--- config.mk ---
export PLATFORM = sky130hd
export DESIGN_NAME = utcf_top
export DESIGN_NICKNAME = d
export VERILOG_FILES = /design/src/utcf_top.v
export VERILOG_INCLUDE_DIRS = /design/src /design/src/include
export SDC_FILE = /design/constraint.sdc
export NUM_CORES = 1
export LEC_CHECK = 0
export ABC_AREA = 1
export ABC_CLOCK_PERIOD_IN_PS = 2000
export BUFFER_PORTS_ARGS = -buffer_cell sky130_fd_sc_hd__clkbuf_2
export CAP_MARGIN = 20
export CORE_UTILIZATION = 54
export DETAILED_ROUTE_END_ITERATION = 16
export GPL_TIMING_DRIVEN = 1
export PLACE_DENSITY = 0.81
export SYNTH_ARGS = -nofsm -noshare
export SYNTH_HDL_FRONTEND = slang
export SYNTH_SLANG_ARGS = --single-unit
--- constraint.sdc ---
create_clock -name pclk -period 2 [get_ports pclk]
set_input_delay 0.2 -clock pclk [delete_from_list [all_inputs] [get_ports pclk]]
set_output_delay 0.2 -clock pclk [all_outputs]
set_load 0.05 [all_outputs]
--- src/include/utcf_regs.vh ---
// Purpose: Register map and constants for the UART trigger and character format block
// Assumes: APB, 32-bit data, one register per aligned word
// Notes:   Low byte carries data, upper bits read as zero
`ifndef UTCF_REGS_VH
`define UTCF_REGS_VH

// ----------------------------------------
// Offsets
// ----------------------------------------
`define UTCF_OFF_FIFO_CONTROL     12'h000
`define UTCF_OFF_LINE_CONTROL     12'h004
`define UTCF_OFF_FEATURE_CONTROL  12'h008
`define UTCF_OFF_ENHANCED_FUNC    12'h00c
`define UTCF_OFF_TRIGGER_LEVEL    12'h010
`define UTCF_OFF_IRQ_STATUS       12'h014
`define UTCF_OFF_IRQ_MASK         12'h018
`define UTCF_OFF_LEVELS           12'h01c
`define UTCF_OFF_TX_COUNT         12'h020
`define UTCF_OFF_RX_COUNT         12'h024

// ----------------------------------------
// Fields
// ----------------------------------------
`define UTCF_FC_ENABLE    0
`define UTCF_FC_TXSEL_LO  4
`define UTCF_FC_RXSEL_LO  6
`define UTCF_FT_TABLE_LO  4
`define UTCF_FT_SIDE      7
`define UTCF_EF_ENH       4
`define UTCF_LC_STOP      2
`define UTCF_LC_PEN       3
`define UTCF_LC_EVEN      4
`define UTCF_LC_FORCE     5
`define UTCF_IRQ_TX       0
`define UTCF_IRQ_RX       1
`define UTCF_IRQ_PERR     2

// ----------------------------------------
// Reset values
// ----------------------------------------
`define UTCF_RST_BYTE     8'h00
`define UTCF_RST_IRQ      3'h0
`define UTCF_RST_TRIG     7'h01

`endif

--- src/utcf_top.v ---
// Purpose: UART FIFO trigger level selection, trigger interrupts and character format
// Assumes: FIFO counts and the serial engines live outside and are synchronous to pclk
// Notes:   Registers on APB; one level interrupt from sticky status bits
//
// The implementer's own choices: the register offsets and register access over APB.
`timescale 1ns/1ps
`default_nettype none
`include "utcf_regs.vh"

module utcf_top #(
  parameter CW = 7
) (
  // Clock and reset
  input  wire          pclk,
  input  wire          presetn,
  // APB slave
  input  wire          psel,
  input  wire          penable,
  input  wire          pwrite,
  input  wire [11:0]   paddr,
  input  wire [31:0]   pwdata,
  input  wire [3:0]    pstrb,
  output reg  [31:0]   prdata,
  output reg           pready,
  output reg           pslverr,
  // FIFO occupancy from the datapath
  input  wire [CW-1:0] tx_count,
  input  wire [CW-1:0] rx_count,
  // Received character check
  input  wire          rx_char_valid,
  input  wire [7:0]    rx_char_data,
  input  wire          rx_char_parity,
  // Character format, FIFO enable, trigger level and parity error outputs
  output reg  [3:0]    word_bits,
  output reg  [1:0]    stop_halves,
  output reg           parity_on,
  output reg           tx_parity_bit,
  output reg           fifo_enable,
  output reg  [6:0]    tx_trigger,
  output reg  [6:0]    rx_trigger,
  output reg           parity_error,
  // Interrupt
  output reg           irq
);

  // ----------------------------------------
  // Registers
  // ----------------------------------------
  reg  [7:0]    fifo_control;
  reg  [7:0]    line_control;
  reg  [7:0]    feature_control;
  reg  [7:0]    enhanced_function_reg;
  reg  [6:0]    trg_rx;
  reg  [6:0]    trg_tx;
  reg  [2:0]    irq_status;
  reg  [2:0]    irq_mask;
  reg  [CW-1:0] tx_count_d;
  reg  [CW-1:0] rx_count_d;
  reg           tx_filled_over;

  wire       acc   = psel & penable;
  // A write lands only at the edge where pready is seen high, so W1C is applied once
  wire       wr    = acc & pready & pwrite & pstrb[0];
  wire [7:0] wbyte = pwdata[7:0];

  // ----------------------------------------
  // Trigger level decode
  // ----------------------------------------
  reg [6:0] next_tx_trig;
  reg [6:0] next_rx_trig;
  always @* begin
    next_tx_trig = 7'h01;
    next_rx_trig = 7'h01;
    // One table field drives both directions
    case (feature_control[`UTCF_FT_TABLE_LO+1:`UTCF_FT_TABLE_LO])
      2'b00: begin
        next_tx_trig = 7'h01;
        case (fifo_control[`UTCF_FC_RXSEL_LO+1:`UTCF_FC_RXSEL_LO])
          2'b00:   next_rx_trig = 7'h01;
          2'b01:   next_rx_trig = 7'h04;
          2'b10:   next_rx_trig = 7'h08;
          default: next_rx_trig = 7'h0e;
        endcase
      end
      2'b01: begin
        case (fifo_control[`UTCF_FC_TXSEL_LO+1:`UTCF_FC_TXSEL_LO])
          2'b00:   next_tx_trig = 7'h10;
          2'b01:   next_tx_trig = 7'h08;
          2'b10:   next_tx_trig = 7'h18;
          default: next_tx_trig = 7'h1e;
        endcase
        case (fifo_control[`UTCF_FC_RXSEL_LO+1:`UTCF_FC_RXSEL_LO])
          2'b00:   next_rx_trig = 7'h08;
          2'b01:   next_rx_trig = 7'h10;
          2'b10:   next_rx_trig = 7'h18;
          default: next_rx_trig = 7'h1c;
        endcase
      end
      2'b10: begin
        case (fifo_control[`UTCF_FC_TXSEL_LO+1:`UTCF_FC_TXSEL_LO])
          2'b00:   next_tx_trig = 7'h08;
          2'b01:   next_tx_trig = 7'h10;
          2'b10:   next_tx_trig = 7'h20;
          default: next_tx_trig = 7'h38;
        endcase
        case (fifo_control[`UTCF_FC_RXSEL_LO+1:`UTCF_FC_RXSEL_LO])
          2'b00:   next_rx_trig = 7'h08;
          2'b01:   next_rx_trig = 7'h10;
          2'b10:   next_rx_trig = 7'h38;
          default: next_rx_trig = 7'h3c;
        endcase
      end
      default: begin
        next_tx_trig = trg_tx;
        next_rx_trig = trg_rx;
      end
    endcase
  end

  // ----------------------------------------
  // Character format
  // ----------------------------------------
  reg [7:0] char_mask;
  reg       rx_expect;
  always @* begin
    case (line_control[1:0])
      2'b00:   char_mask = 8'h1f;
      2'b01:   char_mask = 8'h3f;
      2'b10:   char_mask = 8'h7f;
      default: char_mask = 8'hff;
    endcase
    if (line_control[`UTCF_LC_FORCE])
      rx_expect = ~line_control[`UTCF_LC_EVEN];
    else
      rx_expect = ~(^(rx_char_data & char_mask) ^ line_control[`UTCF_LC_EVEN]);
  end

  // Events from count history and the received character; levels are cut to CW bits, so a CW below 7 truncates the compare
  wire [CW-1:0] tx_lvl = tx_trigger[CW-1:0];
  wire [CW-1:0] rx_lvl = rx_trigger[CW-1:0];
  wire tx_below = (tx_count < tx_lvl) && (tx_count_d >= tx_lvl);
  wire tx_empty = (tx_count == {CW{1'b0}}) && (tx_count_d != {CW{1'b0}}) && !tx_filled_over;
  wire rx_cross = (rx_count >= rx_lvl) && (rx_count_d < rx_lvl);
  wire perr_ev  = rx_char_valid && line_control[`UTCF_LC_PEN] && (rx_char_parity != rx_expect);
  wire [2:0] ev = {perr_ev, rx_cross, tx_below | tx_empty};

  // ----------------------------------------
  // Register writes and state
  // ----------------------------------------
  always @(posedge pclk or negedge presetn) begin
    if (!presetn) begin
      fifo_control          <= `UTCF_RST_BYTE;
      line_control          <= `UTCF_RST_BYTE;
      feature_control       <= `UTCF_RST_BYTE;
      enhanced_function_reg <= `UTCF_RST_BYTE;
      trg_rx                <= `UTCF_RST_TRIG;
      trg_tx                <= `UTCF_RST_TRIG;
      irq_status            <= `UTCF_RST_IRQ;
      irq_mask              <= `UTCF_RST_IRQ;
      tx_count_d            <= {CW{1'b0}};
      rx_count_d            <= {CW{1'b0}};
      tx_filled_over        <= 1'b0;
    end else begin
      tx_count_d <= tx_count;
      rx_count_d <= rx_count;
      // Remember whether the last reload climbed above the level
      if (tx_count == {CW{1'b0}})
        tx_filled_over <= 1'b0;
      else if (tx_count > tx_lvl)
        tx_filled_over <= 1'b1;
      if (wr && paddr == `UTCF_OFF_FIFO_CONTROL && wbyte[`UTCF_FC_ENABLE]) begin
        fifo_control[3:0] <= wbyte[3:0];
        fifo_control[7:6] <= wbyte[7:6];
        if (enhanced_function_reg[`UTCF_EF_ENH])
          fifo_control[5:4] <= wbyte[5:4];
      end else if (wr && paddr == `UTCF_OFF_FIFO_CONTROL)
        fifo_control[`UTCF_FC_ENABLE] <= 1'b0;
      if (wr && paddr == `UTCF_OFF_LINE_CONTROL)
        line_control <= wbyte;
      if (wr && paddr == `UTCF_OFF_FEATURE_CONTROL)
        feature_control <= wbyte;
      if (wr && paddr == `UTCF_OFF_ENHANCED_FUNC)
        enhanced_function_reg <= wbyte;
      if (wr && paddr == `UTCF_OFF_TRIGGER_LEVEL) begin
        if (feature_control[`UTCF_FT_SIDE])
          trg_tx <= wbyte[6:0];
        else
          trg_rx <= wbyte[6:0];
      end
      if (wr && paddr == `UTCF_OFF_IRQ_MASK)
        irq_mask <= wbyte[2:0];
      // Set wins over write-one-to-clear so no event is lost
      if (wr && paddr == `UTCF_OFF_IRQ_STATUS)
        irq_status <= (irq_status & ~wbyte[2:0]) | ev;
      else
        irq_status <= irq_status | ev;
    end
  end

  // ----------------------------------------
  // APB read and registered outputs
  // ----------------------------------------
  reg [7:0] rd_byte;
  reg       rd_hit;
  always @* begin
    rd_hit  = 1'b1;
    rd_byte = 8'h00;
    case (paddr)
      `UTCF_OFF_FIFO_CONTROL:    rd_byte = 8'h00;
      `UTCF_OFF_LINE_CONTROL:    rd_byte = line_control;
      `UTCF_OFF_FEATURE_CONTROL: rd_byte = feature_control;
      `UTCF_OFF_ENHANCED_FUNC:   rd_byte = enhanced_function_reg;
      `UTCF_OFF_TRIGGER_LEVEL:   rd_byte = {1'b0, feature_control[`UTCF_FT_SIDE] ? trg_tx : trg_rx};
      `UTCF_OFF_IRQ_STATUS:      rd_byte = {5'h00, irq_status};
      `UTCF_OFF_IRQ_MASK:        rd_byte = {5'h00, irq_mask};
      `UTCF_OFF_LEVELS:          rd_byte = {1'b0, rx_trigger};
      `UTCF_OFF_TX_COUNT:        rd_byte = {{(8-CW){1'b0}}, tx_count};
      `UTCF_OFF_RX_COUNT:        rd_byte = {{(8-CW){1'b0}}, rx_count};
      default:                   rd_hit  = 1'b0;
    endcase
  end

  always @(posedge pclk or negedge presetn) begin
    if (!presetn) begin
      prdata        <= 32'h00000000;
      pready        <= 1'b0;
      pslverr       <= 1'b0;
      word_bits     <= 4'h5;
      stop_halves   <= 2'h2;
      parity_on     <= 1'b0;
      tx_parity_bit <= 1'b0;
      fifo_enable   <= 1'b0;
      tx_trigger    <= `UTCF_RST_TRIG;
      rx_trigger    <= `UTCF_RST_TRIG;
      parity_error  <= 1'b0;
      irq           <= 1'b0;
    end else begin
      // One wait state: answer in the cycle after the access phase opens
      pready  <= psel & penable & ~pready;
      pslverr <= psel & penable & ~pready & ~rd_hit;
      prdata  <= (psel & ~pwrite) ? {24'h000000, rd_byte} : 32'h00000000;
      word_bits   <= {2'b00, line_control[1:0]} + 4'h5;
      if (!line_control[`UTCF_LC_STOP])
        stop_halves <= 2'h2;
      else if (line_control[1:0] == 2'b00)
        stop_halves <= 2'h3;
      else
        stop_halves <= 2'h0;
      parity_on   <= line_control[`UTCF_LC_PEN];
      // Forced value only; unforced parity is computed by the transmit engine
      tx_parity_bit <= ~line_control[`UTCF_LC_EVEN];
      fifo_enable <= fifo_control[`UTCF_FC_ENABLE];
      tx_trigger  <= next_tx_trig;
      rx_trigger  <= next_rx_trig;
      parity_error <= perr_ev;
      irq <= |(irq_status & irq_mask);
    end
  end

endmodule // utcf_top
`default_nettype wire

Yosys cells after proc, flatten, opt, wreduce, memory -nomap -nowiden
Index checks and enable logic that the tools add are counted. Widths: inputs -> output; s select.

Bitwise gates (word level): 21. $lt $le $gt $ge: 5. Multiplexer cells: 20. Eq/ne operators: 18. Reductions and logical operators: 30. Add/sub/neg operators: 1.

Operators with widths (count): $pmux 8 s9 (1); $eq 12x5->1 const B (4); $pmux 7 s3 (2); $pmux 6 s3 (2); $pmux 5 s3 (2); $eq 12x4->1 const B (2); $eq 12x6->1 const B (2); $pmux 8 s3 (1); $ge 7x7->1 (2); $logic_and 1x1->1 (14); $lt 7x7->1 (2); $eq 12x3->1 const B (1); $logic_not 12->1 (1); $pmux 4 s3 (1); $reduce_or 10->1 (1); $and 8x8->8 (1); $eq 2x1->1 const B (4); $eq 2x2->1 const B (4); $logic_not 2->1 (4); $mux 8 (1); $reduce_xor 8->1 (1); $and 1x1->1 (7); $gt 7x7->1 (1); $logic_not 7->1 (1); 17 further kinds (33).

Input bits: 77. Output and inout bits: 59. Register bits after elaboration: 102. Logic and storage cells: 120.

Longest topological paths before layout
Word-level depth: 11. Mapped depth: 14. Gate-level depth less buffers: 14.

Worst setup path before layout
No wires, ideal clock.

Path type: register to register. Start: register tx_trigger[2]. End: register tx_filled_over. Clock period less this slack: 1739 ps. Arrival: 1603 ps. Path buffers: 0. Cell stages (with the launch flop): 9. Setup time: 136 ps. Data required time: 1864 ps. Slack: 261 ps. Path through: dfrtp_1 > inv_1 > ha_1 > a21oi_1 > a21oi_1 > nor3_1 > nand2_1 > o21ai_0 > a21oi_1.

Word-level cells in the longest chain between the ends: 2.

Ends and longest elaborated chain: start, declared (line utcf_top.v:39) `output reg [6:0] tx_trigger,`; start signal, assigned (line utcf_top.v:233) `` tx_trigger <= `UTCF_RST_TRIG; ``; start signal, assigned (line utcf_top.v:253) `tx_trigger <= next_tx_trig;`; $gt 7x7->1 (line utcf_top.v:169) `else if (tx_count > tx_lvl)`; $reduce_bool 2->1 (no line); end signal, assigned (line utcf_top.v:162) `tx_filled_over <= 1'b0;`; end signal, assigned (line utcf_top.v:168) `tx_filled_over <= 1'b0;`; end signal, assigned (line utcf_top.v:170) `tx_filled_over <= 1'b1;`; end, declared (line utcf_top.v:59) `reg tx_filled_over;`.

Every way passes these cells. A chain may end at the register's enable or synchronous reset.

Final worst setup path
Start: register line_control[0]. End: register irq_status[2].

Word-level cells in the longest chain between the ends: 11. Elaborated cells on any way between the ends: 14. Classes of those cells: eq/ne (3); mux (3); bitwise (5); reduce/logical (3).

Ends and longest elaborated chain: start, declared (line utcf_top.v:50) `reg [7:0] line_control;`; start signal, assigned (line utcf_top.v:153) `` line_control <= `UTCF_RST_BYTE; ``; start signal, assigned (line utcf_top.v:179) `line_control <= wbyte;`; $eq 2x2->1, or another cell as far along (line utcf_top.v:126) `case (line_control[1:0])`; $pmux 8 s3 * (line utcf_top.v:126); $and 8x8->8 * (line utcf_top.v:135) `` rx_expect = ~(^(rx_char_data & char_mask) ^ line_control[`UTCF_LC_EVEN]); ``; $reduce_xor 8->1 * (line utcf_top.v:135); $xor 1x1->1 * (line utcf_top.v:135); $not 1->1 * (line utcf_top.v:135); $mux 1 * (line utcf_top.v:132) `` if (line_control[`UTCF_LC_FORCE]) ``; $ne 1x1->1 * (line utcf_top.v:144) `` wire perr_ev = rx_char_valid && line_control[`UTCF_LC_PEN] && (rx_char_parity != rx_expect); ``; $logic_and 1x1->1 * (line utcf_top.v:144); $or 3x3->3 (on tied branches) (line utcf_top.v:196, utcf_top.v:194); $mux 3 * (line utcf_top.v:193) `` if (wr && paddr == `UTCF_OFF_IRQ_STATUS) ``; end signal, assigned (line utcf_top.v:158) `` irq_status <= `UTCF_RST_IRQ; ``; end signal, assigned (line utcf_top.v:194) `irq_status <= (irq_status & ~wbyte[2:0]) | ev;`; end signal, assigned (line utcf_top.v:196) `irq_status <= irq_status | ev;`; end, declared (line utcf_top.v:55) `reg [2:0] irq_status;`.

Mark *: on every way between the ends. The rest lies on a longest branch, timed or not.

==> results by group <==
Clock network
  – Root Buffer: clkbuf_8
  – Worst skew pair latency: between 300 and 400 ps
  – H-tree levels: 3
  – CTS tree: yes
  – Clk sinks: 99
  – CTS Buffer Depth: 2
  – Post-CTS resize count: 0
  – CTS clk-pin slew, worst paths: 90 ps
  – CTS Buf Count: 9
  – Number of setup buffers added after CTS: 0

Die
  – Die height: 103 microns
  – Initial Util: 0.560
  – I/O Pins: 136
  – Total die area: between 10000 and 15000 sq um
  – Row cnt: 36
  – Core area: 9820 sq um
  – Die W: 103 microns

Critical path
  – Buf/Inv on CP: 3
  – Critical path, cell by cell: inv_1 -> ha_1 -> inv_1 -> nand2_1 -> nand2_1 -> nand2_1 -> inv_1 -> nand2_1 -> nand2_1 -> nand2_1 -> nand3_1 -> nand2_1 -> nand3_1 -> nand2_1
  – Crit Path Max Fanout: 5
  – Critical path startpoint category: flip-flop
  – Setup crit end kind: flip-flop
  – Cell family with most CP delay: simple AND/OR/NAND/NOR gates
  – Crit path top cell by count: nand2_1
  – WS Path Type: flip-flop to flip-flop
  – CP max-delay cell: dfrtp_1
  – WP data required: 2250 ps
  – CP max stage delay: 460 ps
  – Worst Path Arrival: between 1500 and 2000 ps

Timing
  – Final hold vios: 0
  – Final clock skew: roughly 16 ps
  – # setup viols final: 0
  – Worst-Margin Slew: 516 ps
  – Period utilization: 0.857
  – RSZ-0062 raised after global routing: false
  – Crit path time final: 1710 ps
  – Relative slew slack: 0.655
  – Fin. max-slew vios: 0
  – Max Fclk: 0.584 GHz
  – Setup TNS: 0 ps

Detailed routing
  – Drt drc: 0
  – Routed vias: 4625
  – Vias per cell: 5.23
  – Starting DRT DRC Count: 232
  – First-pass DRT Iterations: 5
  – Antenna viol nets, final: 0
  – Wire per inst: 15.2 microns
  – Total routed wirelength: 13400 microns

Synthesis
  – Cells after Synth: 642
  – Yosys warns: 0
  – Seq cells post-synth: between 90 and 100
  – Synthesized area per cell: between 8 and 9 sq um
  – Sequential share of the synthesized area: 0.453
  – Post-Syn Area: around 5500 sq um
  – Netlist cell types: 36

Outcome
  – Outcome: completed

GRT
  – First-pass GRT wire length: ~22000 microns
  – Vias in the first global route: 4441
  – Total gr overflow: 0
  – Initial antenna violation count: 0
  – Total GRT Usage: 0.277
  – Largest net degree at the start of global routing: 64

Cells and area
  – Layout net count: 860
  – Layout cells sized above 1: 0.223
  – ANT cells: 0
  – Area grow syn2layout: 15.4%

Pwr
  – Worst ir drop on vdd: 0.000413 V
  – Net Sw Frac: 0.257
  – Static leakage: 0.00318 uW
  – Int Pwr: 2910 uW
  – Gate power share: 0.106
  – Psw: about 1000 uW
  – Power density over the cells: ~600 nW/um^2
  – Clock power share: 0.376
  – Tot Pwr: 3910 uW
  – Sequential Power Share: 0.517

Hold path
  – Worst min-delay path class: primary input to flip-flop

Placement
  – Hpwl dp: just over 10000 microns
  – GPL Wtd Cong: about 0.95
  – PortBufs: 84

Job
  – Max_cap viols: 0
final timing paths:
kind,endpoint,startpoint,slack (ps),cells after the start
worst max-delay path,irq_status[2],line_control[0],290,14
worst min-delay path,tx_count_d[3],tx_count[3],40,1
worst max register to register,irq_status[2],line_control[0],290,14
worst min register to register,fifo_enable,fifo_control[0],390,0
max in group asynchronous,tx_trigger[0],presetn,1190,3
min in group asynchronous,rx_count_d[3],presetn,190,2
cells by family after synthesis:
kind of cell             Yosys count  synth area share
AO/OA/AOI/OAI                    108             0.116
XOR/XNOR                           1           0.00159
adder cells (fa/ha/maj)           36            0.0820
buffers and inverters            121             0.105
flip-flops                        99             0.453
other                              1          0.000683
AND/OR/NAND/NOR                  276             0.242
per-stage QoR:
stage	utilization	std cells	worst slack, ps	hold slack [ps]	area (sq um)
3_5_place_dp	0.608	855	216	36.9	5970
4_1_cts	0.646	885	300	10.7	6340
2_1_floorplan	-	665	261	-95.6	5580
3_3_place_gp	0.608	855	271	35.0	5970
5_1_grt	0.646	885	67.2	6.28	6340
6_report	0.646	885	287	43.6	6340
synth_stat cells (all sizes together):
library cell    n  area share
a21oi          16       0.015
buf            29       0.042
clkbuf          1     0.00068
clkinv          1     0.00091
conb            1     0.00068
dfrtp          92        0.42
dfstp           7       0.033
ha             36       0.082
inv            90       0.061
nand2         166        0.12
nand3          31       0.033
nand3b          1      0.0014
nand4          16       0.018
nor2           54       0.059
nor3            5      0.0066
nor3b           1      0.0014
nor4            2      0.0023
o211ai          9       0.012
o21a            2      0.0027
o21ai          76       0.079
o221ai          3      0.0048
o22ai           2      0.0023
xor2            1      0.0016
cell type report:
cell class,instances,area [sq um]
Fill cell,844,3480
Clock inverter,4,73.8
Sequential cell,99,2490
Inverter,91,343
Multi-Input combinational cell,445,2520
Timing Repair Buffer,101,598
Clock buffer,12,155
Tap cell,133,166
placed cells by master (no fill, tap or decap), drive strengths merged:
cell / n
o21ai: 76
o22ai: 2
nor2: 54
dfstp: 7
a21oi: 16
buf: 4
o21a: 2
dlygate4sd3: 14
clkinv: 3
nand2: 166
nand3: 31
conb: 24
o211ai: 9
ha: 36
nor3: 5
nor4: 2
clkbuf: 95
dfrtp: 92
nand3b: 1
o221ai: 3
xor2: 1
inv: 90
bufinv: 2
nand4: 16
nor3b: 1
worst register-to-register path: stages, from the launching register on:
cell and delay (ps):
dfrtp_1 460, inv_1 120, ha_1 220, inv_1 80, nand2_1 60, nand2_1 60, nand2_1 70, inv_1 50
nand2_1 60, nand2_1 60, nand2_1 60, nand3_1 60, nand2_1 50, nand3_1 110, nand2_1 70
metal layers:
layer  GRT usage  wire [microns]
met4       0.109             275
met2       0.453            6410
met1       0.374            6090
met5           0               0
met3      0.0427             650
power groups by stage:
| stage | sequential, uW | combinational, uW | clock, uW |
|---|---|---|---|
| floorplan | 2070 | 266 | 0 |
| detailed placement | 2060 | 395 | 0 |
| global placement | 2060 | 382 | 0 |
| global route | 2030 | 464 | 1560 |
| finish | 2030 | 416 | 1470 |
| CTS | 2030 | 417 | 1500 |
repair_timing:
action                                 4_1_cts  5_1_grt
hold buffers                                14        0
setup endpoints to repair                    0        0
endpoints found under the hold margin      105        0
Note: power is estimated with default switching activity, not from simulation.
